File: src/inc/clk_gen_consts.svh
// Constants of the clock generator register block
// Assumes a 32-bit classic Wishbone slave port at 250 MHz
`ifndef CLK_GEN_CONSTS_SVH
`define CLK_GEN_CONSTS_SVH

// Register indexes; byte address is four times the index
`define IDX_CLOCK_CONTROL_ZERO 8'h34
`define IDX_CLOCK_DIVIDER_CONTROL 8'h35
`define IDX_LOOP_MULTIPLIER 8'h36
`define IDX_CLOCK_STATUS_FLAGS 8'h37
`define IDX_REFERENCE_TRIM_HIGH 8'h38
`define IDX_REFERENCE_TRIM_LOW 8'h39

// Field positions
`define POS_OSC_ENABLE 7
`define POS_REF_DIV_LO 4
`define POS_BUS_SOURCE_SELECT 3
`define POS_REFERENCE_SELECT 2
`define POS_CORE_DIV_LO 4
`define POS_LOCK_IRQ_ENABLE 1
`define POS_POWER_ON_FLAG 6
`define POS_LOCK_IRQ_FLAG 4
`define POS_LOCK_STATE 3
`define POS_ILLEGAL_ACCESS_FLAG 2
`define POS_OSC_STARTED 1
`define POS_TRIM_BIT8 0

// Reset values
`define RST_CTRL8 8'h00
`define RST_MULT7 7'h00
`define RST_TRIM9 9'h000

// Divider and multiplier constants
`define DIV_CODE_TOP 4'hf
`define DIV_LIMIT_TOP 4'he
`define FLL_BASE_FACTOR 11'h3e8

// Timing
`define CLK_MHZ 250
`define OSC_STARTUP_NS 100000
`define OSC_STARTUP_CYC ((`OSC_STARTUP_NS * `CLK_MHZ + 999) / 1000)

`endif

File: src/inc/clk_gen_pkg.sv
// Types of the clock generator register block
// Assumes the constants header is on the include path
package clk_gen_pkg;
    `include "clk_gen_consts.svh"

    typedef enum logic [0:0] {
        PH_TRIM_LOAD = 1'b0,
        PH_RUN = 1'b1
    } phase_t;

    typedef struct packed {
        logic [15:0] cnt;
        logic started;
    } timer_state_t;

    typedef struct packed {
        phase_t phase;
        logic ack;
        logic [31:0] rdat;
        logic osc_enable;
        logic [2:0] reference_divider;
        logic bus_source_select;
        logic reference_select;
        logic [3:0] core_divider_field;
        logic lock_irq_enable;
        logic [6:0] multiplier_field;
        logic power_on_flag;
        logic lock_irq_flag;
        logic lock_state;
        logic lock_block;
        logic illegal_access_flag;
        logic [8:0] trim;
        logic [3:0] div_cnt;
        logic bus_phase;
        logic core_tick;
        logic bus_tick;
        logic irq;
        logic [10:0] factor;
        logic dco_enable;
    } crg_state_t;
endpackage : clk_gen_pkg

File: src/design/clk_gen_regs.sv
// Clock and reset generator registers on a classic Wishbone port
// Assumes source ticks, flash trim and lock sense are synchronous
`timescale 1ns/1ps
`include "clk_gen_consts.svh"
module clk_gen_regs #(
    parameter int STARTUP_CYCLES = `OSC_STARTUP_CYC
) (
    // Clock, reset, enable
    input wire logic mclk_in,
    input wire logic nrst_in,
    input wire logic ce_in,
    input wire logic por_in,
    // Wishbone slave
    input wire logic wb_cyc_in,
    input wire logic wb_stb_in,
    input wire logic wb_we_in,
    input wire logic [9:0] wb_adr_in,
    input wire logic [3:0] wb_sel_in,
    input wire logic [31:0] wb_dat_in,
    output logic [31:0] wb_dat_out,
    output logic wb_ack_out,
    // System events
    input wire logic stop_mode_in,
    input wire logic illegal_access_in,
    input wire logic fll_in_tolerance_in,
    input wire logic [8:0] flash_trim_in,
    // Clock source ticks
    input wire logic dco_tick_in,
    input wire logic osc_tick_in,
    // Clock outputs
    output logic core_tick_out,
    output logic bus_tick_out,
    output logic dco_enable_out,
    // Loop control
    output logic fll_ref_select_out,
    output logic [10:0] fll_factor_out,
    output logic [8:0] trim_out,
    // Status
    output logic lock_irq_out,
    output logic osc_monitor_enable_out,
    output logic osc_enable_out
);
    import clk_gen_pkg::*;

    crg_state_t q;
    crg_state_t d;
    logic osc_started;
    logic req;
    logic wr;
    logic [7:0] idx;
    logic [7:0] wbyte;
    logic lock_clear;
    logic lock_set_flag;
    logic src_tick;
    logic [3:0] div_lim;
    logic [7:0] rbyte;

    // Startup timer counts in 16 bits
    if (STARTUP_CYCLES < 1 || STARTUP_CYCLES > 65535) begin : g_bad_startup
        $error("clk_gen_regs: STARTUP_CYCLES out of range");
    end

    osc_startup_timer #(
        .CYCLES(STARTUP_CYCLES)
    ) u_timer (
        .mclk_in(mclk_in),
        .nrst_in(nrst_in),
        .ce_in(ce_in),
        .enable_in(q.osc_enable && !stop_mode_in),
        .started_out(osc_started)
    );

    always_comb begin
        req = wb_cyc_in && wb_stb_in;
        idx = wb_adr_in[9:2];
        wbyte = wb_dat_in[7:0];
        wr = req && wb_we_in && q.ack && wb_sel_in[0];
        lock_clear = stop_mode_in || (wr &&
            (idx == `IDX_CLOCK_CONTROL_ZERO ||
             idx == `IDX_LOOP_MULTIPLIER ||
             idx == `IDX_REFERENCE_TRIM_HIGH ||
             idx == `IDX_REFERENCE_TRIM_LOW));
        src_tick = q.bus_source_select ? osc_tick_in : dco_tick_in;
        div_lim = (q.core_divider_field == `DIV_CODE_TOP) ?
            `DIV_LIMIT_TOP : q.core_divider_field;
        rbyte = 8'h00;
        case (idx)
            `IDX_CLOCK_CONTROL_ZERO: begin
                rbyte[`POS_OSC_ENABLE] = q.osc_enable;
                rbyte[`POS_REF_DIV_LO +: 3] = q.reference_divider;
                rbyte[`POS_BUS_SOURCE_SELECT] = q.bus_source_select;
                rbyte[`POS_REFERENCE_SELECT] = q.reference_select;
            end
            `IDX_CLOCK_DIVIDER_CONTROL: begin
                rbyte[`POS_CORE_DIV_LO +: 4] = q.core_divider_field;
                rbyte[`POS_LOCK_IRQ_ENABLE] = q.lock_irq_enable;
            end
            `IDX_LOOP_MULTIPLIER: begin
                rbyte[6:0] = q.multiplier_field;
            end
            `IDX_CLOCK_STATUS_FLAGS: begin
                rbyte[`POS_POWER_ON_FLAG] = q.power_on_flag;
                rbyte[`POS_LOCK_IRQ_FLAG] = q.lock_irq_flag;
                rbyte[`POS_LOCK_STATE] = q.lock_state;
                rbyte[`POS_ILLEGAL_ACCESS_FLAG] = q.illegal_access_flag;
                rbyte[`POS_OSC_STARTED] = osc_started;
            end
            `IDX_REFERENCE_TRIM_HIGH: begin
                rbyte[`POS_TRIM_BIT8] = q.trim[8];
            end
            `IDX_REFERENCE_TRIM_LOW: begin
                rbyte = q.trim[7:0];
            end
            default: begin
                rbyte = 8'h00;
            end
        endcase

        d = q;
        // Bus handshake: one wait state, ack for one cycle
        d.ack = req && !q.ack;
        d.rdat = {24'h00_0000, rbyte};

        // Register writes, accepted at the ack edge
        if (wr) begin
            case (idx)
                `IDX_CLOCK_CONTROL_ZERO: begin
                    d.osc_enable = wbyte[`POS_OSC_ENABLE];
                    d.reference_divider = wbyte[`POS_REF_DIV_LO +: 3];
                    d.bus_source_select = wbyte[`POS_BUS_SOURCE_SELECT] &&
                        osc_started && wbyte[`POS_OSC_ENABLE];
                    d.reference_select = wbyte[`POS_REFERENCE_SELECT] &&
                        osc_started && wbyte[`POS_OSC_ENABLE];
                end
                `IDX_CLOCK_DIVIDER_CONTROL: begin
                    d.core_divider_field = wbyte[`POS_CORE_DIV_LO +: 4];
                    d.lock_irq_enable = wbyte[`POS_LOCK_IRQ_ENABLE];
                end
                `IDX_LOOP_MULTIPLIER: begin
                    d.multiplier_field = wbyte[6:0];
                end
                `IDX_REFERENCE_TRIM_HIGH: begin
                    d.trim[8] = wbyte[`POS_TRIM_BIT8];
                end
                `IDX_REFERENCE_TRIM_LOW: begin
                    d.trim[7:0] = wbyte;
                end
                default: begin
                end
            endcase
        end
        if (!q.osc_enable || stop_mode_in) begin
            d.bus_source_select = 1'b0;
            d.reference_select = 1'b0;
        end

        // Lock state tracking
        d.lock_block = lock_clear || (q.lock_block && fll_in_tolerance_in);
        d.lock_state = !lock_clear && fll_in_tolerance_in &&
            !q.lock_block;
        lock_set_flag = !lock_clear && (d.lock_state != q.lock_state);

        // Flags: hardware set wins over write-one clear
        if (lock_set_flag) begin
            d.lock_irq_flag = 1'b1;
        end else if (wr && idx == `IDX_CLOCK_STATUS_FLAGS &&
                     wbyte[`POS_LOCK_IRQ_FLAG]) begin
            d.lock_irq_flag = 1'b0;
        end
        if (illegal_access_in) begin
            d.illegal_access_flag = 1'b1;
        end else if (wr && idx == `IDX_CLOCK_STATUS_FLAGS &&
                     wbyte[`POS_ILLEGAL_ACCESS_FLAG]) begin
            d.illegal_access_flag = 1'b0;
        end
        if (wr && idx == `IDX_CLOCK_STATUS_FLAGS &&
            wbyte[`POS_POWER_ON_FLAG]) begin
            d.power_on_flag = 1'b0;
        end

        // Core divider and bus halving
        d.core_tick = 1'b0;
        d.bus_tick = 1'b0;
        if (src_tick) begin
            if (q.div_cnt >= div_lim) begin
                d.div_cnt = 4'h0;
                d.core_tick = 1'b1;
                d.bus_phase = !q.bus_phase;
                d.bus_tick = q.bus_phase;
            end else begin
                d.div_cnt = q.div_cnt + 4'h1;
            end
        end

        // Trim load after reset release
        case (q.phase)
            PH_TRIM_LOAD: begin
                d.trim = flash_trim_in;
                d.phase = PH_RUN;
            end
            PH_RUN: begin
            end
            default: begin
                d.phase = PH_TRIM_LOAD;
            end
        endcase

        // System reset: flags that survive it are left alone
        if (!nrst_in) begin
            d.phase = PH_TRIM_LOAD;
            d.ack = 1'b0;
            d.rdat = 32'h0000_0000;
            d.osc_enable = 1'b0;
            d.reference_divider = 3'h0;
            d.bus_source_select = 1'b0;
            d.reference_select = 1'b0;
            d.core_divider_field = 4'h0;
            d.lock_irq_enable = 1'b0;
            d.multiplier_field = `RST_MULT7;
            d.lock_irq_flag = 1'b0;
            d.lock_state = 1'b0;
            d.lock_block = 1'b0;
            d.trim = `RST_TRIM9;
            d.div_cnt = 4'h0;
            d.bus_phase = 1'b0;
            d.core_tick = 1'b0;
            d.bus_tick = 1'b0;
        end
        if (por_in) begin
            d.power_on_flag = 1'b1;
            d.illegal_access_flag = 1'b0;
        end

        // Registered outputs
        d.irq = d.lock_irq_enable && d.lock_irq_flag;
        d.factor = `FLL_BASE_FACTOR +
            {3'b000, d.multiplier_field, 1'b0};
        d.dco_enable = !d.bus_source_select;
    end

    always_ff @(posedge mclk_in) begin
        if (ce_in) begin
            q <= d;
        end
    end

    assign wb_dat_out = q.rdat;
    assign wb_ack_out = q.ack;
    assign core_tick_out = q.core_tick;
    assign bus_tick_out = q.bus_tick;
    assign dco_enable_out = q.dco_enable;
    assign fll_ref_select_out = q.reference_select;
    assign fll_factor_out = q.factor;
    assign trim_out = q.trim;
    assign lock_irq_out = q.irq;
    assign osc_monitor_enable_out = osc_started;
    assign osc_enable_out = q.osc_enable;

    property p_factor;
        @(posedge mclk_in) disable iff (!nrst_in)
        fll_factor_out == 11'(1000 + 2 * q.multiplier_field);
    endproperty
    a_factor: assert property (p_factor)
        else $error("loop factor mismatch");

    property p_irq;
        @(posedge mclk_in) disable iff (!nrst_in)
        lock_irq_out |-> (q.lock_irq_flag && q.lock_irq_enable);
    endproperty
    a_irq: assert property (p_irq)
        else $error("lock request without flag and enable");

    property p_mult_clear;
        @(posedge mclk_in) disable iff (!nrst_in)
        (ce_in && wr && idx == `IDX_LOOP_MULTIPLIER && !q.lock_irq_flag)
        |=> (!q.lock_state && !q.lock_irq_flag);
    endproperty
    a_mult_clear: assert property (p_mult_clear)
        else $error("multiplier write did not clear lock silently");

    property p_ila_keep;
        @(posedge mclk_in) disable iff (!nrst_in)
        (ce_in && wr && idx == `IDX_CLOCK_STATUS_FLAGS &&
         !wbyte[`POS_ILLEGAL_ACCESS_FLAG] && !por_in)
        |=> $stable(q.illegal_access_flag) || q.illegal_access_flag;
    endproperty
    a_ila_keep: assert property (p_ila_keep)
        else $error("illegal flag cleared by zero write");

    property p_ila_set;
        @(posedge mclk_in) disable iff (!nrst_in)
        (ce_in && illegal_access_in && !por_in) |=> q.illegal_access_flag;
    endproperty
    a_ila_set: assert property (p_ila_set)
        else $error("illegal access not flagged");

    property p_lock_flag;
        @(posedge mclk_in) disable iff (!nrst_in)
        (ce_in && !lock_clear && !q.lock_block &&
         fll_in_tolerance_in != q.lock_state) |=> q.lock_irq_flag;
    endproperty
    a_lock_flag: assert property (p_lock_flag)
        else $error("lock change not flagged");

    property p_src_gate;
        @(posedge mclk_in) disable iff (!nrst_in)
        (q.bus_source_select || q.reference_select) |-> osc_started;
    endproperty
    a_src_gate: assert property (p_src_gate)
        else $error("crystal selected before startup");

    property p_osc_off;
        @(posedge mclk_in) disable iff (!nrst_in)
        (ce_in && !q.osc_enable) |=> !osc_started;
    endproperty
    a_osc_off: assert property (p_osc_off)
        else $error("startup status kept while disabled");

    property p_trimh;
        @(posedge mclk_in) disable iff (!nrst_in)
        (ce_in && req && !wb_we_in && !q.ack &&
         idx == `IDX_REFERENCE_TRIM_HIGH) |=> wb_dat_out[31:1] == 31'h0;
    endproperty
    a_trimh: assert property (p_trimh)
        else $error("trim high upper bits not zero");

    property p_bus_half;
        @(posedge mclk_in) disable iff (!nrst_in)
        bus_tick_out |-> core_tick_out;
    endproperty
    a_bus_half: assert property (p_bus_half)
        else $error("bus tick without core tick");

    property p_por;
        @(posedge mclk_in)
        (ce_in && por_in) |=> q.power_on_flag;
    endproperty
    a_por: assert property (p_por)
        else $error("power-on flag not set");

    c_lock: cover property (@(posedge mclk_in) $rose(q.lock_state));
    c_irq: cover property (@(posedge mclk_in) $rose(lock_irq_out));
    c_osc: cover property (@(posedge mclk_in) $rose(q.bus_source_select));
endmodule : clk_gen_regs

File: src/design/osc_startup_timer.sv
// Oscillator startup timer: flags startup after a fixed enabled time
// Assumes enable is synchronous to the block clock
`timescale 1ns/1ps
module osc_startup_timer #(
    parameter int CYCLES = 25000
) (
    // Clock and reset
    input wire logic mclk_in,
    input wire logic nrst_in,
    input wire logic ce_in,
    // Control and status
    input wire logic enable_in,
    output logic started_out
);
    import clk_gen_pkg::*;

    timer_state_t q;
    timer_state_t d;

    // Counter is 16 bits wide
    if (CYCLES < 1 || CYCLES > 65535) begin : g_bad_cycles
        $error("osc_startup_timer: CYCLES out of range");
    end

    always_comb begin
        d = q;
        if (!nrst_in || !enable_in) begin
            d.cnt = 16'h0000;
            d.started = 1'b0;
        end else if (!q.started) begin
            if (q.cnt == 16'(CYCLES - 1)) begin
                d.started = 1'b1;
            end else begin
                d.cnt = q.cnt + 16'h0001;
            end
        end
    end

    always_ff @(posedge mclk_in) begin
        if (ce_in) begin
            q <= d;
        end
    end

    assign started_out = q.started;
endmodule : osc_startup_timer

File: config.mk
export PLATFORM = sky130hd
export DESIGN_NAME = clk_gen_regs
export DESIGN_NICKNAME = d
export VERILOG_FILES = /design/src/inc/clk_gen_pkg.sv /design/src/design/clk_gen_regs.sv /design/src/design/osc_startup_timer.sv
export VERILOG_INCLUDE_DIRS = /design/src /design/src/inc
export SDC_FILE = /design/constraint.sdc
export NUM_CORES = 1
export LEC_CHECK = 0
export BUFFER_PORTS_ARGS = -buffer_cell sky130_fd_sc_hd__clkbuf_2
export CORE_UTILIZATION = 55
export DETAILED_ROUTE_END_ITERATION = 8
export GPL_TIMING_DRIVEN = 0
export PLACE_DENSITY = 0.82
export SKIP_LAST_GASP = 1
export SLEW_MARGIN = 20
export SYNTH_ARGS = -nofsm -noshare
export SYNTH_HDL_FRONTEND = slang
export SYNTH_HIERARCHICAL = 1
export SYNTH_SLANG_ARGS = --single-unit
File: constraint.sdc
create_clock -name mclk_in -period 3.7 [get_ports mclk_in]
set_input_delay 0.37 -clock mclk_in [delete_from_list [all_inputs] [get_ports mclk_in]]
set_output_delay 0.37 -clock mclk_in [all_outputs]
set_load 0.02 [all_outputs]
==> impl_results.html, run 1 <==
<table>
<tr><th>Metric</th><th>Value</th></tr>
<tr><th colspan="2">Clock network</th></tr>
<tr><td>Bufs on Longest Clock Path</td><td>2</td></tr>
<tr><td>Cells resized by post-CTS repair</td><td>0</td></tr>
<tr><td>Clk sink count</td><td>76</td></tr>
<tr><td>TritonCTS clock tree</td><td>done</td></tr>
<tr><td>Clock edge transition at the registers on the reported setup and hold paths</td><td>80 ps</td></tr>
<tr><td>Clock Latency Late Sink</td><td>350 ps</td></tr>
<tr><td>Number of clock buffers inserted by TritonCTS</td><td>9</td></tr>
<tr><td>H-Tree Level Count</td><td>3</td></tr>
<tr><td>Hold buffers post-CTS</td><td>0</td></tr>
<tr><td>CTS Root Cell</td><td>sky130_fd_sc_hd__clkbuf_8</td></tr>
<tr><td>Number of setup buffers added after CTS</td><td>0</td></tr>
<tr><th colspan="2">Layout</th></tr>
<tr><td>Area of the multi-input gates</td><td>0.00196 sq mm</td></tr>
<tr><td>Final net count</td><td>610</td></tr>
<tr><td>Share of final-layout standard cells stronger than drive strength 1</td><td>29.2%</td></tr>
<tr><td>Area growth from synthesis to layout</td><td>17.7%</td></tr>
<tr><td>Antenna diode count</td><td>0</td></tr>
<tr><td>Filler instances</td><td>641</td></tr>
<tr><td>Register Area</td><td>0.00228 sq mm</td></tr>
<tr><th colspan="2">Yosys</th></tr>
<tr><td>Cell area after technology mapping</td><td>0.00464 sq mm</td></tr>
<tr><td>Cell variety after synth</td><td>56</td></tr>
<tr><td>Post-synth EDFFs</td><td>76</td></tr>
<tr><td>Post-synth top area share</td><td>49.2%</td></tr>
<tr><td>Most frequently used flop master after synthesis</td><td>sky130_fd_sc_hd__edfxtp_1</td></tr>
<tr><td>Top cells by area in the synthesized netlist</td><td>sky130_fd_sc_hd__edfxtp_1 (49%), sky130_fd_sc_hd__buf_4 (8.4%), sky130_fd_sc_hd__mux2i_1 (4.1%)</td></tr>
<tr><td>Mean cell area of the mapped netlist</td><td>10.8 sq um</td></tr>
<tr><td>#FFs+latches synth</td><td>76</td></tr>
<tr><td>Area leader, netlist</td><td>sky130_fd_sc_hd__edfxtp_1</td></tr>
<tr><td>Async set-or-reset flop fraction in the synthesized netlist</td><td>0%</td></tr>
<tr><td>Sequential element share of the synthesized area</td><td>49.2%</td></tr>
<tr><td>Number of instances in the synthesized netlist</td><td>430</td></tr>
<tr><td>Yosys warning total</td><td>6</td></tr>
<tr><th colspan="2">Die</th></tr>
<tr><td>Die W</td><td>93.9 microns</td></tr>
<tr><td>DIE AREA</td><td>0.00881 sq mm</td></tr>
<tr><td>Die outline height</td><td>93.9 microns</td></tr>
<tr><td>Effective utilization at floorplan</td><td>56.8%</td></tr>
<tr><td>I/O pin total</td><td>127</td></tr>
<tr><td>Floorplan row count</td><td>33</td></tr>
<tr><td>Core region area</td><td>0.00818 sq mm</td></tr>
<tr><th colspan="2">Routing</th></tr>
<tr><td>Antenna-violating nets left</td><td>0</td></tr>
<tr><td>Drt drc</td><td>0</td></tr>
<tr><td>Met2 layer wire length in the routed design</td><td>4860 microns</td></tr>
<tr><td>Routed metal-1 wire length</td><td>4210 microns</td></tr>
<tr><td>Top layer reached by signal wires</td><td>met4</td></tr>
<tr><td>Routed vias/inst</td><td>5.50</td></tr>
<tr><td>Drt first-iter violations</td><td>299</td></tr>
<tr><td>Pre-antenna DRT Iters</td><td>5</td></tr>
<tr><td>Sum of met3 wire segment lengths after detailed routing</td><td>851 microns</td></tr>
<tr><td>Total number of vias</td><td>3,554</td></tr>
<tr><td>Post-DR wirelength/cell</td><td>15.7 microns</td></tr>
<tr><td>Final wirelength</td><td>10,100 microns</td></tr>
<tr><th colspan="2">Critical path</th></tr>
<tr><td>Setup slack, reg-to-reg</td><td>870 ps</td></tr>
<tr><td>Type of the setup path with the least slack</td><td>flip-flop to flip-flop</td></tr>
<tr><td>Data required time at the worst endpoint</td><td>3790 ps</td></tr>
<tr><td>Master of the slowest instance on the critical path</td><td>sky130_fd_sc_hd__nor4_2</td></tr>
<tr><td>Crit. End Element</td><td>flip-flop</td></tr>
<tr><td>Largest incremental delay on the critical path</td><td>810 ps</td></tr>
<tr><td>Peak fanout along the critical path</td><td>9</td></tr>
<tr><td>Crit path cell chain</td><td>nand3_1 &gt; nor4_2 &gt; mux2i_1 &gt; nand2b_1 &gt; inv_1 &gt; ha_1 &gt; nand2b_2 &gt; mux2_4</td></tr>
<tr><td>Critical path startpoint category</td><td>flip-flop</td></tr>
<tr><td>Critical path data arrival time</td><td>2920 ps</td></tr>
<tr><th colspan="2">STA</th></tr>
<tr><td>Final Max Slew Viols</td><td>0</td></tr>
<tr><td>Highest Clock Rate</td><td>0.354 GHz</td></tr>
<tr><td>Max Clock Skew</td><td>9.15 ps</td></tr>
<tr><td>Final cycle utilization of the critical path</td><td>76.4%</td></tr>
<tr><td>Smallest setup slack after layout</td><td>872 ps</td></tr>
<tr><td>Setup repair after global routing missed its margin</td><td>false</td></tr>
<tr><td>Fin Setup TNS</td><td>0 ps</td></tr>
<tr><td>Max-Slew Margin vs Limit</td><td>29.8%</td></tr>
<tr><td>Count of final setup violators</td><td>0</td></tr>
<tr><td>Tightest Pin Transition</td><td>1050 ps</td></tr>
<tr><td>Fin Hold WS</td><td>277 ps</td></tr>
<tr><td>Number of hold-slack violations in the final timing report</td><td>0</td></tr>
<tr><td>Final worst path period need</td><td>2830 ps</td></tr>
<tr><th colspan="2">Min path</th></tr>
<tr><td>Hold Path Class</td><td>primary input to flip-flop</td></tr>
<tr><th colspan="2">GRT</th></tr>
<tr><td>Global-route wire length before repair</td><td>16,000 microns</td></tr>
<tr><td>Via count of the first global-routing pass</td><td>3,290</td></tr>
<tr><td>Overall track demand over capacity in global routing</td><td>24.2%</td></tr>
<tr><td>Antenna violations before repair</td><td>0</td></tr>
<tr><td>Remaining global-route overflow</td><td>0</td></tr>
<tr><td>Largest net degree at the start of global routing</td><td>45</td></tr>
<tr><th colspan="2">Placed design</th></tr>
<tr><td>RD Place Congestion</td><td>0.946</td></tr>
<tr><td>Worst slack at placement</td><td>730 ps</td></tr>
<tr><td>Port bufs</td><td>70</td></tr>
<tr><td>Total half-perimeter wirelength after legalization and detailed placement</td><td>7540 microns</td></tr>
<tr><th colspan="2">Power</th></tr>
<tr><td>Leakage power</td><td>2.22 nW</td></tr>
<tr><td>Maximum VDD drop</td><td>0.275 mV</td></tr>
<tr><td>Power density over cell area</td><td>379 mW/mm^2</td></tr>
<tr><th colspan="2">Run</th></tr>
<tr><td>Max Cap Violations</td><td>0</td></tr>
<tr><th colspan="2">Outcome</th></tr>
<tr><td>Outcome</td><td>finished clean</td></tr>
</table>
## state kept, by name (all words and copies together) (netlist names)
register	flops
q	27
u_timer/q	16
trim_out	9
fll_factor_out	8
wb_dat_out	8
bus_tick_out	1
core_tick_out	1
dco_enable_out	1
fll_ref_select_out	1
lock_irq_out	1
osc_enable_out	1
u_timer/started_out	1
wb_ack_out	1
## power by group
group          internal (mW)  switching [mW]  total, mW
combinational          0.125           0.170      0.295
clock                  0.447           0.300      0.746
sequential             0.997          0.0323       1.03
total                   1.57           0.502       2.07
## cell families after synthesis
logic type               after synthesis  synth area share [%]
AO/OA/AOI/OAI                         70                  10.1
XOR/XNOR                              11                  2.08
adder cells (fa/ha/maj)                7                  1.89
buffers and inverters                 76                  10.8
flip-flops                            76                  49.2
multiplexers                          24                  5.39
other                                  1                0.0808
AND/OR/NAND/NOR                      165                  20.5
## layer usage
metal / vias up / global-route usage, %
li1: 1706 / -
met1: 1631 / 32.1
met2: 193 / 39.1
met3: 24 / 3.64
met4: 0 / 11.3
met5: - / 0
## cell usage after synthesis, types with 3 or more instances
library cell,n
sky130_fd_sc_hd__nor4_1,7
sky130_fd_sc_hd__buf_4,52
sky130_fd_sc_hd__nand4_1,6
sky130_fd_sc_hd__nor2_1,23
sky130_fd_sc_hd__a21boi_0,11
sky130_fd_sc_hd__and2_1,12
sky130_fd_sc_hd__or4_1,5
sky130_fd_sc_hd__xnor2_1,5
sky130_fd_sc_hd__nand2_1,36
sky130_fd_sc_hd__and4_1,3
sky130_fd_sc_hd__a21oi_1,17
sky130_fd_sc_hd__buf_2,4
sky130_fd_sc_hd__xor2_1,6
sky130_fd_sc_hd__inv_1,9
sky130_fd_sc_hd__mux2i_1,19
sky130_fd_sc_hd__o21a_1,5
sky130_fd_sc_hd__edfxtp_1,76
sky130_fd_sc_hd__nor3b_1,3
sky130_fd_sc_hd__a22oi_1,5
sky130_fd_sc_hd__nor3_1,6
sky130_fd_sc_hd__o21ai_0,12
sky130_fd_sc_hd__nand2b_1,11
sky130_fd_sc_hd__clkbuf_1,9
sky130_fd_sc_hd__nand3_1,13
sky130_fd_sc_hd__a211oi_1,3
sky130_fd_sc_hd__ha_1,7
sky130_fd_sc_hd__o31ai_1,4
sky130_fd_sc_hd__nor2b_1,18
sky130_fd_sc_hd__mux2_2,4
## final cells by class
| cell class | count | area share (%) |
|---|---|---|
| Buffer | 67 | 8.54 |
| Clock buffer | 11 | 2.40 |
| Clock inverter | 5 | 1.83 |
| Inverter | 9 | 0.618 |
| Multi-Input combinational cell | 302 | 35.8 |
| Sequential cell | 76 | 41.8 |
| Tap cell | 105 | 2.40 |
| Timing Repair Buffer | 71 | 6.62 |
## worst max-delay path: cells and delay by family, from the launching register on
kind | cells | cell delay (ps)
flops | 1 | 390
simple gates | 4 | 1350
mux | 2 | 560
buf+inv | 1 | 70
fa+ha+maj | 1 | 220
## layout by cell type (no fill, tap or decap), drive strengths merged, types with 3 or more instances in the layout
master / count
a21oi: 17
a21boi: 11
xor2: 6
nor4: 9
a22oi: 5
conb: 25
buf: 59
a211oi: 3
nor3b: 3
nand2: 36
nand4: 6
o21ai: 12
nor2b: 18
or4: 7
and4: 3
bufinv: 3
nand2b: 12
inv: 9
o31ai: 4
xnor2: 5
edfxtp: 76
mux2: 5
o21a: 5
mux2i: 19
clkbuf: 90
and2: 12
nand3: 14
nor3: 6
ha: 7
a31oi: 3
nor2: 23
## per-stage QoR
stage / cells / area (sq um) / total power, mW / utilization (%)
floorplan: 454 / 4730 / 1.24 / -
global placement: 629 / 5210 / 1.33 / 63.8
detailed placement: 630 / 5230 / 1.34 / 64.0
CTS: 646 / 5460 / 2.08 / 66.8
global route: 646 / 5460 / 2.15 / 66.8
finish: 646 / 5460 / 2.07 / 66.8
## path summary, 6_finish.rpt
kind	to	cells after the start	from
hold / removal	q[33]$_SDFFCE_PP1P_	1	por_in
setup / recovery	fll_factor_out[7]$_DFFE_PP_	8	wb_ack_out$_SDFFCE_PN0P_
setup reg to reg	fll_factor_out[7]$_DFFE_PP_	8	wb_ack_out$_SDFFCE_PN0P_
hold reg to reg	q[15]$_SDFFCE_PN0P_	1	q[15]$_SDFFCE_PN0P_
(Power assumes the default switching activity.)
==> run 2: changes to the inputs <==
--- a/config.mk
+++ b/config.mk
@@ -6,11 +6,12 @@
 export SDC_FILE = /design/constraint.sdc
 export NUM_CORES = 1
 export LEC_CHECK = 0
+export ABC_AREA = 1
 export BUFFER_PORTS_ARGS = -buffer_cell sky130_fd_sc_hd__clkbuf_2
-export CORE_UTILIZATION = 55
+export CORE_UTILIZATION = 53
 export DETAILED_ROUTE_END_ITERATION = 8
 export GPL_TIMING_DRIVEN = 0
-export PLACE_DENSITY = 0.82
+export PLACE_DENSITY = 0.8
 export SKIP_LAST_GASP = 1
 export SLEW_MARGIN = 20
 export SYNTH_ARGS = -nofsm -noshare
==> constraint.sdc (replaced) <==
create_clock -name mclk_in -period 2.7 [get_ports mclk_in]
set_input_delay 0.27 -clock mclk_in [delete_from_list [all_inputs] [get_ports mclk_in]]
set_output_delay 0.27 -clock mclk_in [all_outputs]
set_load 0.02 [all_outputs]
==> run 2 against run 1 <==
Net effect:
- final area decreased by 1.3%
- hold slack got worse by 140 ps
- sequential share of layout area increased by 0.54 points
- sequential cell count unchanged
- worst setup slack got worse by 350 ps
- global-route usage decreased by 0.76 points
- die area increased by 2.6%
- critical endpoint is now trim_out[0]$_SDFFCE_PN0P_
==> impl_results.html, run 2 <==
<table>
<tr><th>Metric</th><th>Value</th></tr>
<tr><th colspan="2">Outcome</th></tr>
<tr><td>Outcome</td><td>finished clean</td></tr>
<tr><th colspan="2">Critical path</th></tr>
<tr><td>Master of the slowest instance on the critical path</td><td>sky130_fd_sc_hd__a31oi_1</td></tr>
<tr><td>Crit path cell chain</td><td>clkbuf_1 &gt; clkbuf_1 &gt; a31oi_1</td></tr>
<tr><td>Cell family with the largest share of critical-path delay</td><td>compound AO/OA/AOI/OAI gates</td></tr>
<tr><td>Crit. End Element</td><td>flip-flop</td></tr>
<tr><td>Critical path data arrival time</td><td>2150 ps (-770 ps)</td></tr>
<tr><td>Library cell appearing most often on the critical path</td><td>sky130_fd_sc_hd__clkbuf_1</td></tr>
<tr><td>Peak fanout along the critical path</td><td>10 (+1)</td></tr>
<tr><td>Type of the setup path with the least slack</td><td>flip-flop to flip-flop</td></tr>
<tr><td>Data required time at the worst endpoint</td><td>2670 ps (-1120 ps)</td></tr>
<tr><td>Critical path startpoint category</td><td>flip-flop</td></tr>
<tr><td>Worst Path Buf+Inv</td><td>2 (+1)</td></tr>
<tr><td>Largest incremental delay on the critical path</td><td>890 ps (+80 ps)</td></tr>
<tr><th colspan="2">Power</th></tr>
<tr><td>Leakage power</td><td>2.48 nW (+12%)</td></tr>
<tr><td>Seq pwr share</td><td>51.3% (+1.6 points)</td></tr>
<tr><td>Net switching share of the total power</td><td>26.1% (+1.8 points)</td></tr>
<tr><td>Post-route total power</td><td>2.74 mW (+32%)</td></tr>
<tr><td>Maximum VDD drop</td><td>0.328 mV (+19%)</td></tr>
<tr><td>Logic gate share of total power</td><td>13.9% (-0.3 points)</td></tr>
<tr><td>Power density over cell area</td><td>507 mW/mm^2 (+34%)</td></tr>
<tr><td>Clock network power share</td><td>34.8% (-1.3 points)</td></tr>
<tr><td>Switching power</td><td>713 uW (+42%)</td></tr>
<tr><td>Pint</td><td>2.02 mW (+29%)</td></tr>
<tr><th colspan="2">Clock network</th></tr>
<tr><td>H-Tree Level Count</td><td>3 (unchanged)</td></tr>
<tr><td>TritonCTS clock tree</td><td>done</td></tr>
<tr><td>Clock Latency Late Sink</td><td>360 ps (about the same)</td></tr>
<tr><td>Number of setup buffers added after CTS</td><td>0 (unchanged)</td></tr>
<tr><td>Clk sink count</td><td>76 (unchanged)</td></tr>
<tr><td>Clock edge transition at the registers on the reported setup and hold paths</td><td>80 ps (about the same)</td></tr>
<tr><td>CTS Root Cell</td><td>sky130_fd_sc_hd__clkbuf_8</td></tr>
<tr><td>Hold buffers post-CTS</td><td>0 (unchanged)</td></tr>
<tr><td>Cells resized by post-CTS repair</td><td>0 (unchanged)</td></tr>
<tr><td>Number of clock buffers inserted by TritonCTS</td><td>9 (unchanged)</td></tr>
<tr><td>Bufs on Longest Clock Path</td><td>2 (unchanged)</td></tr>
<tr><th colspan="2">Placed design</th></tr>
<tr><td>Total half-perimeter wirelength after legalization and detailed placement</td><td>7790 microns (+3.4%)</td></tr>
<tr><td>RD Place Congestion</td><td>0.900 (-4.9%)</td></tr>
<tr><td>Port bufs</td><td>72 (+2.9%)</td></tr>
<tr><th colspan="2">STA</th></tr>
<tr><td>Tightest Pin Transition</td><td>1090 ps (+38.9 ps)</td></tr>
<tr><td>Final worst path period need</td><td>2180 ps (-648 ps)</td></tr>
<tr><td>Max Clock Skew</td><td>16.2 ps (+7.09 ps)</td></tr>
<tr><td>Final cycle utilization of the critical path</td><td>80.7% (+4.3 points)</td></tr>
<tr><td>Fin Setup TNS</td><td>0 ps (unchanged)</td></tr>
<tr><td>Number of hold-slack violations in the final timing report</td><td>0 (unchanged)</td></tr>
<tr><td>Count of final setup violators</td><td>0 (unchanged)</td></tr>
<tr><td>Highest Clock Rate</td><td>0.459 GHz (+30%)</td></tr>
<tr><td>Max-Slew Margin vs Limit</td><td>26.8% (-2.9 points)</td></tr>
<tr><td>Setup repair after global routing missed its margin</td><td>false</td></tr>
<tr><td>Fin Hold WS</td><td>132 ps (-145 ps)</td></tr>
<tr><td>Final Max Slew Viols</td><td>0 (unchanged)</td></tr>
<tr><th colspan="2">Yosys</th></tr>
<tr><td>Async set-or-reset flop fraction in the synthesized netlist</td><td>0% (unchanged)</td></tr>
<tr><td>Post-synth EDFFs</td><td>76 (unchanged)</td></tr>
<tr><td>#FFs+latches synth</td><td>76 (unchanged)</td></tr>
<tr><td>Cell variety after synth</td><td>34 (-39%)</td></tr>
<tr><td>Mean cell area of the mapped netlist</td><td>8.73 sq um (-19%)</td></tr>
<tr><td>Top-count cell post-synth</td><td>sky130_fd_sc_hd__nand2_1</td></tr>
<tr><td>Top cells by area in the synthesized netlist</td><td>sky130_fd_sc_hd__edfxtp_1 (50%), sky130_fd_sc_hd__buf_4 (8.8%), sky130_fd_sc_hd__nand2_1 (8.4%)</td></tr>
<tr><td>Yosys warning total</td><td>6 (unchanged)</td></tr>
<tr><td>Post-synth top area share</td><td>49.7% (+0.52 points)</td></tr>
<tr><td>Most instantiated cells after synthesis</td><td>sky130_fd_sc_hd__nand2_1 (103), sky130_fd_sc_hd__inv_1 (77), sky130_fd_sc_hd__edfxtp_1 (76)</td></tr>
<tr><td>Area leader, netlist</td><td>sky130_fd_sc_hd__edfxtp_1</td></tr>
<tr><td>Number of instances in the synthesized netlist</td><td>526 (+22%)</td></tr>
<tr><td>Cell area after technology mapping</td><td>0.00459 sq mm (-1.1%)</td></tr>
<tr><td>Sequential element share of the synthesized area</td><td>49.7% (+0.52 points)</td></tr>
<tr><td>Most frequently used flop master after synthesis</td><td>sky130_fd_sc_hd__edfxtp_1</td></tr>
<tr><th colspan="2">GRT</th></tr>
<tr><td>Overall track demand over capacity in global routing</td><td>23.5% (-0.76 points)</td></tr>
<tr><td>Largest net degree at the start of global routing</td><td>40 (-11%)</td></tr>
<tr><td>Global-route wire length before repair</td><td>15,800 microns (-1.2%)</td></tr>
<tr><td>Antenna violations before repair</td><td>0 (unchanged)</td></tr>
<tr><td>Remaining global-route overflow</td><td>0 (unchanged)</td></tr>
<tr><td>Via count of the first global-routing pass</td><td>3,491 (+6.1%)</td></tr>
<tr><th colspan="2">Routing</th></tr>
<tr><td>Antenna-violating nets left</td><td>0 (unchanged)</td></tr>
<tr><td>Pre-antenna DRT Iters</td><td>5 (unchanged)</td></tr>
<tr><td>Routed vias/inst</td><td>5.10 (-7.2%)</td></tr>
<tr><td>Post-DR wirelength/cell</td><td>13.9 microns (-11%)</td></tr>
<tr><td>Final wirelength</td><td>10,300 microns (+1.9%)</td></tr>
<tr><td>Drt first-iter violations</td><td>355 (+19%)</td></tr>
<tr><td>Drt drc</td><td>0 (unchanged)</td></tr>
<tr><td>Total number of vias</td><td>3,793 (+6.7%)</td></tr>
<tr><th colspan="2">Layout</th></tr>
<tr><td>Share of final-layout standard cells stronger than drive strength 1</td><td>28.2% (-0.99 points)</td></tr>
<tr><td>Flip-flop count of the largest register, all copies and words added</td><td>27 (unchanged)</td></tr>
<tr><td>Antenna diode count</td><td>0 (unchanged)</td></tr>
<tr><td>Register Area</td><td>0.00228 sq mm (unchanged)</td></tr>
<tr><td>Area of the multi-input gates</td><td>0.00166 sq mm (-15%)</td></tr>
<tr><td>Filler instances</td><td>704 (+9.8%)</td></tr>
<tr><td>Final net count</td><td>707 (+16%)</td></tr>
<tr><td>Leading cell type in the layout, fill and taps excluded</td><td>sky130_fd_sc_hd__nand2_1</td></tr>
<tr><td>Register bank with the most flops</td><td>q</td></tr>
<tr><td>Area growth from synthesis to layout</td><td>17.4%</td></tr>
<tr><td>Commonest non-fill, non-tap cells in the layout</td><td>sky130_fd_sc_hd__nand2_1 (103), sky130_fd_sc_hd__inv_1 (77), sky130_fd_sc_hd__edfxtp_1 (76), sky130_fd_sc_hd__clkbuf_2 (72), sky130_fd_sc_hd__buf_4 (54)</td></tr>
<tr><th colspan="2">Min path</th></tr>
<tr><td>Hold Path Class</td><td>primary input to flip-flop</td></tr>
<tr><th colspan="2">Die</th></tr>
<tr><td>Floorplan row count</td><td>33 (unchanged)</td></tr>
<tr><td>DIE AREA</td><td>0.00904 sq mm (+2.6%)</td></tr>
<tr><td>I/O pin total</td><td>127 (unchanged)</td></tr>
<tr><td>Effective utilization at floorplan</td><td>55.3% (-1.4 points)</td></tr>
<tr><td>Die W</td><td>95.1 microns (+1.3%)</td></tr>
<tr><td>Core region area</td><td>0.00830 sq mm (+1.5%)</td></tr>
<tr><td>Die outline height</td><td>95.1 microns (+1.3%)</td></tr>
<tr><th colspan="2">Run</th></tr>
<tr><td>Max Cap Violations</td><td>0 (unchanged)</td></tr>
</table>
==> run 2: cell types whose count changed in the layout (fill, tap and decap cells not counted), moves of 8 or more <==
cell,before,now
sky130_fd_sc_hd__nand3_1,13,23
sky130_fd_sc_hd__nor2b_1,18,0
sky130_fd_sc_hd__nor3_1,6,16
sky130_fd_sc_hd__o21ai_0,12,22
sky130_fd_sc_hd__nand2_2,0,8
sky130_fd_sc_hd__a21boi_0,11,0
sky130_fd_sc_hd__nor2_1,23,52
sky130_fd_sc_hd__and2_1,12,0
sky130_fd_sc_hd__clkbuf_1,11,3
sky130_fd_sc_hd__nand2_1,36,103
sky130_fd_sc_hd__a21oi_1,17,30
sky130_fd_sc_hd__nand2b_1,11,0
sky130_fd_sc_hd__inv_1,9,77
sky130_fd_sc_hd__mux2i_1,19,0
==> run 2: final timing paths <==
check | depth (start not counted) | slack [ps] | to | start
min | 1 | 130 | q[85]$_DFFE_PP_ | nrst_in
max reg2reg | 3 | 520 | trim_out[0]$_SDFFCE_PN0P_ | q[85]$_DFFE_PP_
max | 3 | 520 | trim_out[0]$_SDFFCE_PN0P_ | q[85]$_DFFE_PP_
min reg2reg | 1 | 570 | q[15]$_SDFFCE_PN0P_ | q[15]$_SDFFCE_PN0P_
==> run 2: power by group through the flow <==
stage               clock (mW)  sequential, mW  combinational (mW)
CTS                      0.953            1.40               0.377
global route              1.00            1.41               0.416
finish                   0.953            1.40               0.380
floorplan                    0            1.42               0.258
detailed placement           0            1.43               0.376
global placement             0            1.43               0.364
==> run 2: layout make-up <==
cell class,count,share of cell area [%]
multi-input combinational,330,30.7
clock buffer,9,2.30
clock inverter,7,1.69
tap,105,2.44
sequential,76,42.3
inverter,85,5.92
timing repair buffer,72,6.68
buffer,59,7.91
==> run 2: routing by layer <==
metal / part of all wire [%] / up-vias / global-route usage (%)
li1: - / 1853 / -
met1: 38 / 1710 / 27.6
met2: 50 / 189 / 40.4
met3: 8.2 / 41 / 3.43
met4: 3.8 / 0 / 14.3
met5: 0 / - / 0
==> run 2: kinds of logic (layout without fill, tap and decap cells) <==
kind of cell / count (synthesis) / count (layout) / share of synthesized area, %
AOI/OAI and AO/OA: 68 / 68 / 8.23
xor gates and xnor gates: 4 / 4 / 0.763
adders and majority gates: 7 / 7 / 1.91
buffers and inverters: 144 / 232 / 16.2
DFF: 76 / 76 / 49.7
other: 1 / 25 / 0.0816
and+or+nand+nor: 226 / 226 / 23.1
==> run 2: metrics by stage <==
stage	instances	utilization, %	area, sq um	setup slack (ps)
after CTS	743	65.0	5390	576
after floorplan	550	-	4680	696
after detailed placement	727	62.4	5180	176
after global routing	743	65.0	5390	469
final	743	65.0	5390	520
after global placement	727	62.4	5170	161
==> run 3: changes to the inputs <==
==> constraint.sdc (replaced) <==
create_clock -name mclk_in -period 2.1 [get_ports mclk_in]
set_input_delay 0.21 -clock mclk_in [delete_from_list [all_inputs] [get_ports mclk_in]]
set_output_delay 0.21 -clock mclk_in [all_outputs]
set_load 0.02 [all_outputs]
==> run 3 against run 2 <==
Net effect:
- die area is the same
- sequential power is 29% higher
- core utilization up 0.14 points
- global-route usage hardly changed
- critical path depth unchanged
- largest cell class unchanged
- largest power group unchanged
- highest routed layer unchanged
==> impl_results.html, run 3 (same netlist as run 2, synthesis figures left out) <==
<table>
<tr><th>Metric</th><th>Value</th></tr>
<tr><th colspan="2">Outcome</th></tr>
<tr><td>Outcome</td><td>finished clean</td></tr>
<tr><th colspan="2">Clock network</th></tr>
<tr><td>Clock Latency Late Sink</td><td>360 ps (about the same)</td></tr>
<tr><td>Hold buffers post-CTS</td><td>0 (unchanged)</td></tr>
<tr><td>Clk sink count</td><td>76 (unchanged)</td></tr>
<tr><td>TritonCTS clock tree</td><td>done</td></tr>
<tr><td>Clock edge transition at the registers on the reported setup and hold paths</td><td>80 ps (about the same)</td></tr>
<tr><td>Bufs on Longest Clock Path</td><td>2 (unchanged)</td></tr>
<tr><td>CTS Root Cell</td><td>sky130_fd_sc_hd__clkbuf_8</td></tr>
<tr><td>H-Tree Level Count</td><td>3 (unchanged)</td></tr>
<tr><td>Number of setup buffers added after CTS</td><td>0 (unchanged)</td></tr>
<tr><td>Number of clock buffers inserted by TritonCTS</td><td>9 (unchanged)</td></tr>
<tr><th colspan="2">Layout</th></tr>
<tr><td>Leading cell type in the layout, fill and taps excluded</td><td>sky130_fd_sc_hd__nand2_1</td></tr>
<tr><td>Filler instances</td><td>699 (-0.71%)</td></tr>
<tr><td>Share of final-layout standard cells stronger than drive strength 1</td><td>28.4% (+0.16 points)</td></tr>
<tr><td>Flip-flop count of the largest register, all copies and words added</td><td>27 (unchanged)</td></tr>
<tr><td>Final standard cell count with taps included and fillers excluded</td><td>743 (unchanged)</td></tr>
<tr><td>Commonest non-fill, non-tap cells in the layout</td><td>sky130_fd_sc_hd__nand2_1 (103), sky130_fd_sc_hd__inv_1 (77), sky130_fd_sc_hd__edfxtp_1 (76), sky130_fd_sc_hd__clkbuf_2 (72), sky130_fd_sc_hd__buf_4 (54)</td></tr>
<tr><td>Area growth from synthesis to layout</td><td>17.7%</td></tr>
<tr><td>Antenna diode count</td><td>0 (unchanged)</td></tr>
<tr><td>Register bank with the most flops</td><td>q</td></tr>
<tr><td>Final net count</td><td>707 (unchanged)</td></tr>
<tr><th colspan="2">Critical path</th></tr>
<tr><td>Startpoint of the worst register-to-register path</td><td>q[85]$_DFFE_PP_</td></tr>
<tr><td>Critical path startpoint category</td><td>flip-flop</td></tr>
<tr><td>Depth of the most critical reg-to-reg path</td><td>3 (unchanged)</td></tr>
<tr><td>Setup slack, reg-to-reg</td><td>190 ps (-330 ps)</td></tr>
<tr><td>Library cell appearing most often on the critical path</td><td>sky130_fd_sc_hd__clkbuf_1</td></tr>
<tr><td>Critical path data arrival time</td><td>1900 ps (-250 ps)</td></tr>
<tr><td>Crit path cell chain</td><td>clkbuf_1 &gt; clkbuf_1 &gt; a31oi_2</td></tr>
<tr><td>Peak fanout along the critical path</td><td>10 (unchanged)</td></tr>
<tr><td>Largest incremental delay on the critical path</td><td>630 ps (-260 ps)</td></tr>
<tr><td>Capture point of the worst reg-to-reg path</td><td>trim_out[0]$_SDFFCE_PN0P_</td></tr>
<tr><td>Data required time at the worst endpoint</td><td>2090 ps (-580 ps)</td></tr>
<tr><td>Master of the slowest instance on the critical path</td><td>sky130_fd_sc_hd__a31oi_2</td></tr>
<tr><td>Crit. End Element</td><td>flip-flop</td></tr>
<tr><td>Worst setup path start</td><td>q[85]$_DFFE_PP_</td></tr>
<tr><td>Type of the setup path with the least slack</td><td>flip-flop to flip-flop</td></tr>
<tr><th colspan="2">Die</th></tr>
<tr><td>Floorplan row count</td><td>33 (unchanged)</td></tr>
<tr><td>DIE AREA</td><td>0.00904 sq mm (unchanged)</td></tr>
<tr><td>Effective utilization at floorplan</td><td>55.3% (unchanged)</td></tr>
<tr><td>Core region area</td><td>0.00830 sq mm (unchanged)</td></tr>
<tr><td>Die W</td><td>95.1 microns (unchanged)</td></tr>
<tr><td>I/O pin total</td><td>127 (unchanged)</td></tr>
<tr><td>Die outline height</td><td>95.1 microns (unchanged)</td></tr>
<tr><th colspan="2">STA</th></tr>
<tr><td>Tightest Pin Transition</td><td>965 ps (-128 ps)</td></tr>
<tr><td>Final cycle utilization of the critical path</td><td>90.8% (+10 points)</td></tr>
<tr><td>Highest Clock Rate</td><td>0.524 GHz (+14%)</td></tr>
<tr><td>Final Max Slew Viols</td><td>0 (unchanged)</td></tr>
<tr><td>Fin Hold WS</td><td>72.6 ps (-59.4 ps)</td></tr>
<tr><td>Count of final setup violators</td><td>0 (unchanged)</td></tr>
<tr><td>Max-Slew Margin vs Limit</td><td>35.7% (+8.9 points)</td></tr>
<tr><td>Fin Setup TNS</td><td>0 ps (unchanged)</td></tr>
<tr><td>Setup repair after global routing missed its margin</td><td>false</td></tr>
<tr><td>Number of hold-slack violations in the final timing report</td><td>0 (unchanged)</td></tr>
<tr><td>Max Clock Skew</td><td>12.4 ps (-3.85 ps)</td></tr>
<tr><td>Final worst path period need</td><td>1910 ps (-273 ps)</td></tr>
<tr><th colspan="2">Routing</th></tr>
<tr><td>Drt drc</td><td>0 (unchanged)</td></tr>
<tr><td>Final wirelength</td><td>10,300 microns (-0.23%)</td></tr>
<tr><td>Antenna-violating nets left</td><td>0 (unchanged)</td></tr>
<tr><td>Post-DR wirelength/cell</td><td>13.9 microns (-0.23%)</td></tr>
<tr><td>Pre-antenna DRT Iters</td><td>5 (unchanged)</td></tr>
<tr><td>Total number of vias</td><td>3,792 (-0.026%)</td></tr>
<tr><td>Drt first-iter violations</td><td>300 (-15%)</td></tr>
<tr><td>Routed vias/inst</td><td>5.10 (about the same)</td></tr>
<tr><th colspan="2">Min path</th></tr>
<tr><td>Launch instance of the worst min-delay path</td><td>nrst_in</td></tr>
<tr><td>End point of the most critical hold path</td><td>q[85]$_DFFE_PP_</td></tr>
<tr><td>Hold Path Depth</td><td>1 (unchanged)</td></tr>
<tr><td>Hold Path Class</td><td>primary input to flip-flop</td></tr>
<tr><th colspan="2">Placed design</th></tr>
<tr><td>RD Place Congestion</td><td>0.900 (unchanged)</td></tr>
<tr><td>Port bufs</td><td>72 (unchanged)</td></tr>
<tr><td>Total half-perimeter wirelength after legalization and detailed placement</td><td>7790 microns (unchanged)</td></tr>
<tr><td>DP Cell Count</td><td>727 (unchanged)</td></tr>
<tr><th colspan="2">GRT</th></tr>
<tr><td>Largest net degree at the start of global routing</td><td>40 (unchanged)</td></tr>
<tr><td>Antenna violations before repair</td><td>0 (unchanged)</td></tr>
<tr><td>Via count of the first global-routing pass</td><td>3,490 (-0.029%)</td></tr>
<tr><td>Global-route wire length before repair</td><td>15,800 microns (about the same)</td></tr>
<tr><td>Remaining global-route overflow</td><td>0 (unchanged)</td></tr>
<tr><td>Overall track demand over capacity in global routing</td><td>23.5% (about the same)</td></tr>
<tr><th colspan="2">Power</th></tr>
<tr><td>Switching power</td><td>908 uW (+27%)</td></tr>
<tr><td>Clock network power share</td><td>34.6% (-0.2 points)</td></tr>
<tr><td>Leakage power</td><td>2.48 nW (about the same)</td></tr>
<tr><td>Power density over cell area</td><td>649 mW/mm^2 (+28%)</td></tr>
<tr><td>Seq pwr share</td><td>51.4% (about the same)</td></tr>
<tr><td>Logic gate share of total power</td><td>14.0% (about the same)</td></tr>
<tr><td>Net switching share of the total power</td><td>25.9% (-0.20 points)</td></tr>
<tr><td>Pint</td><td>2.60 mW (+29%)</td></tr>
<tr><td>Maximum VDD drop</td><td>0.436 mV (+33%)</td></tr>
<tr><th colspan="2">Run</th></tr>
<tr><td>Max Cap Violations</td><td>0 (unchanged)</td></tr>
</table>
[run 3: cell counts in the layout (fill, tap and decap cells not counted)]
No cell type changed its count.
[run 3: critical path: cells and delay by family, from the launching register on]
family	cells	cell delay (ps)
flip-flops	1	360
buffers and inverters	2	550
AO/OA/AOI/OAI	1	630
[run 3: worst max-delay path by stage]
stage | to | slack [ps] | depth (start not counted)
finish | trim_out[0]$_SDFFCE_PN0P_ | 190 | 3
global route | fll_factor_out[7]$_DFFE_PP_ | 100 | 10
CTS | u_timer/q[15]$_SDFFCE_PP0P_ | 60 | 6
detailed placement | trim_out[2]$_SDFFCE_PN0P_ | -360 | 3
global placement | u_timer/q[4]$_SDFFCE_PP0P_ | -380 | 3
floorplan | u_timer/q[10]$_SDFFCE_PP0P_ | 100 | 7
[run 3: power groups by stage]
stage / Clock (mW) / Sequential [mW] / Combinational (mW)
2_1_floorplan: 0 / 1.83 / 0.332
3_3_place_gp: 0 / 1.83 / 0.468
3_5_place_dp: 0 / 1.84 / 0.484
4_1_cts: 1.23 / 1.80 / 0.486
5_1_grt: 1.29 / 1.81 / 0.537
6_report: 1.22 / 1.80 / 0.491
[run 3: repair_timing]
item,in CTS,in global routing
resized for setup,1,1
cloned,0,0
endpoints found under the setup margin,4,16
pin swaps,0,0
[run 3: cell type report]
class	count	area [sq um]	share of cell area, %
flip-flops and latches	76	2280	42.2
multi-input cells	330	1670	30.9
plain buffers	59	427	7.90
repair buffers	72	360	6.67
inverters	85	319	5.90
well taps	105	131	2.43
clock buffers	9	124	2.29
clock inverters	7	91.3	1.69
[run 3: per-layer routing]
metal | vias up | track usage (%) | wire [microns]
li1 | 1854 | - | -
met1 | 1721 | 27.6 | 3950
met2 | 180 | 40.4 | 5210
met3 | 37 | 3.43 | 755
met4 | 0 | 14.3 | 381
met5 | - | 0 | 0
[run 3: metrics by stage]
| step | area [sq um] | worst slack, ps | utilization (%) | power (mW) |
|---|---|---|---|---|
| after global routing | 5400 | 103 | 65.1 | 3.63 |
| final | 5400 | 193 | 65.1 | 3.51 |
| after CTS | 5400 | 62.4 | 65.1 | 3.51 |
| after global placement | 5170 | -379 | 62.4 | 2.30 |
| after detailed placement | 5180 | -364 | 62.4 | 2.32 |
| after floorplan | 4680 | 96.2 | - | 2.16 |
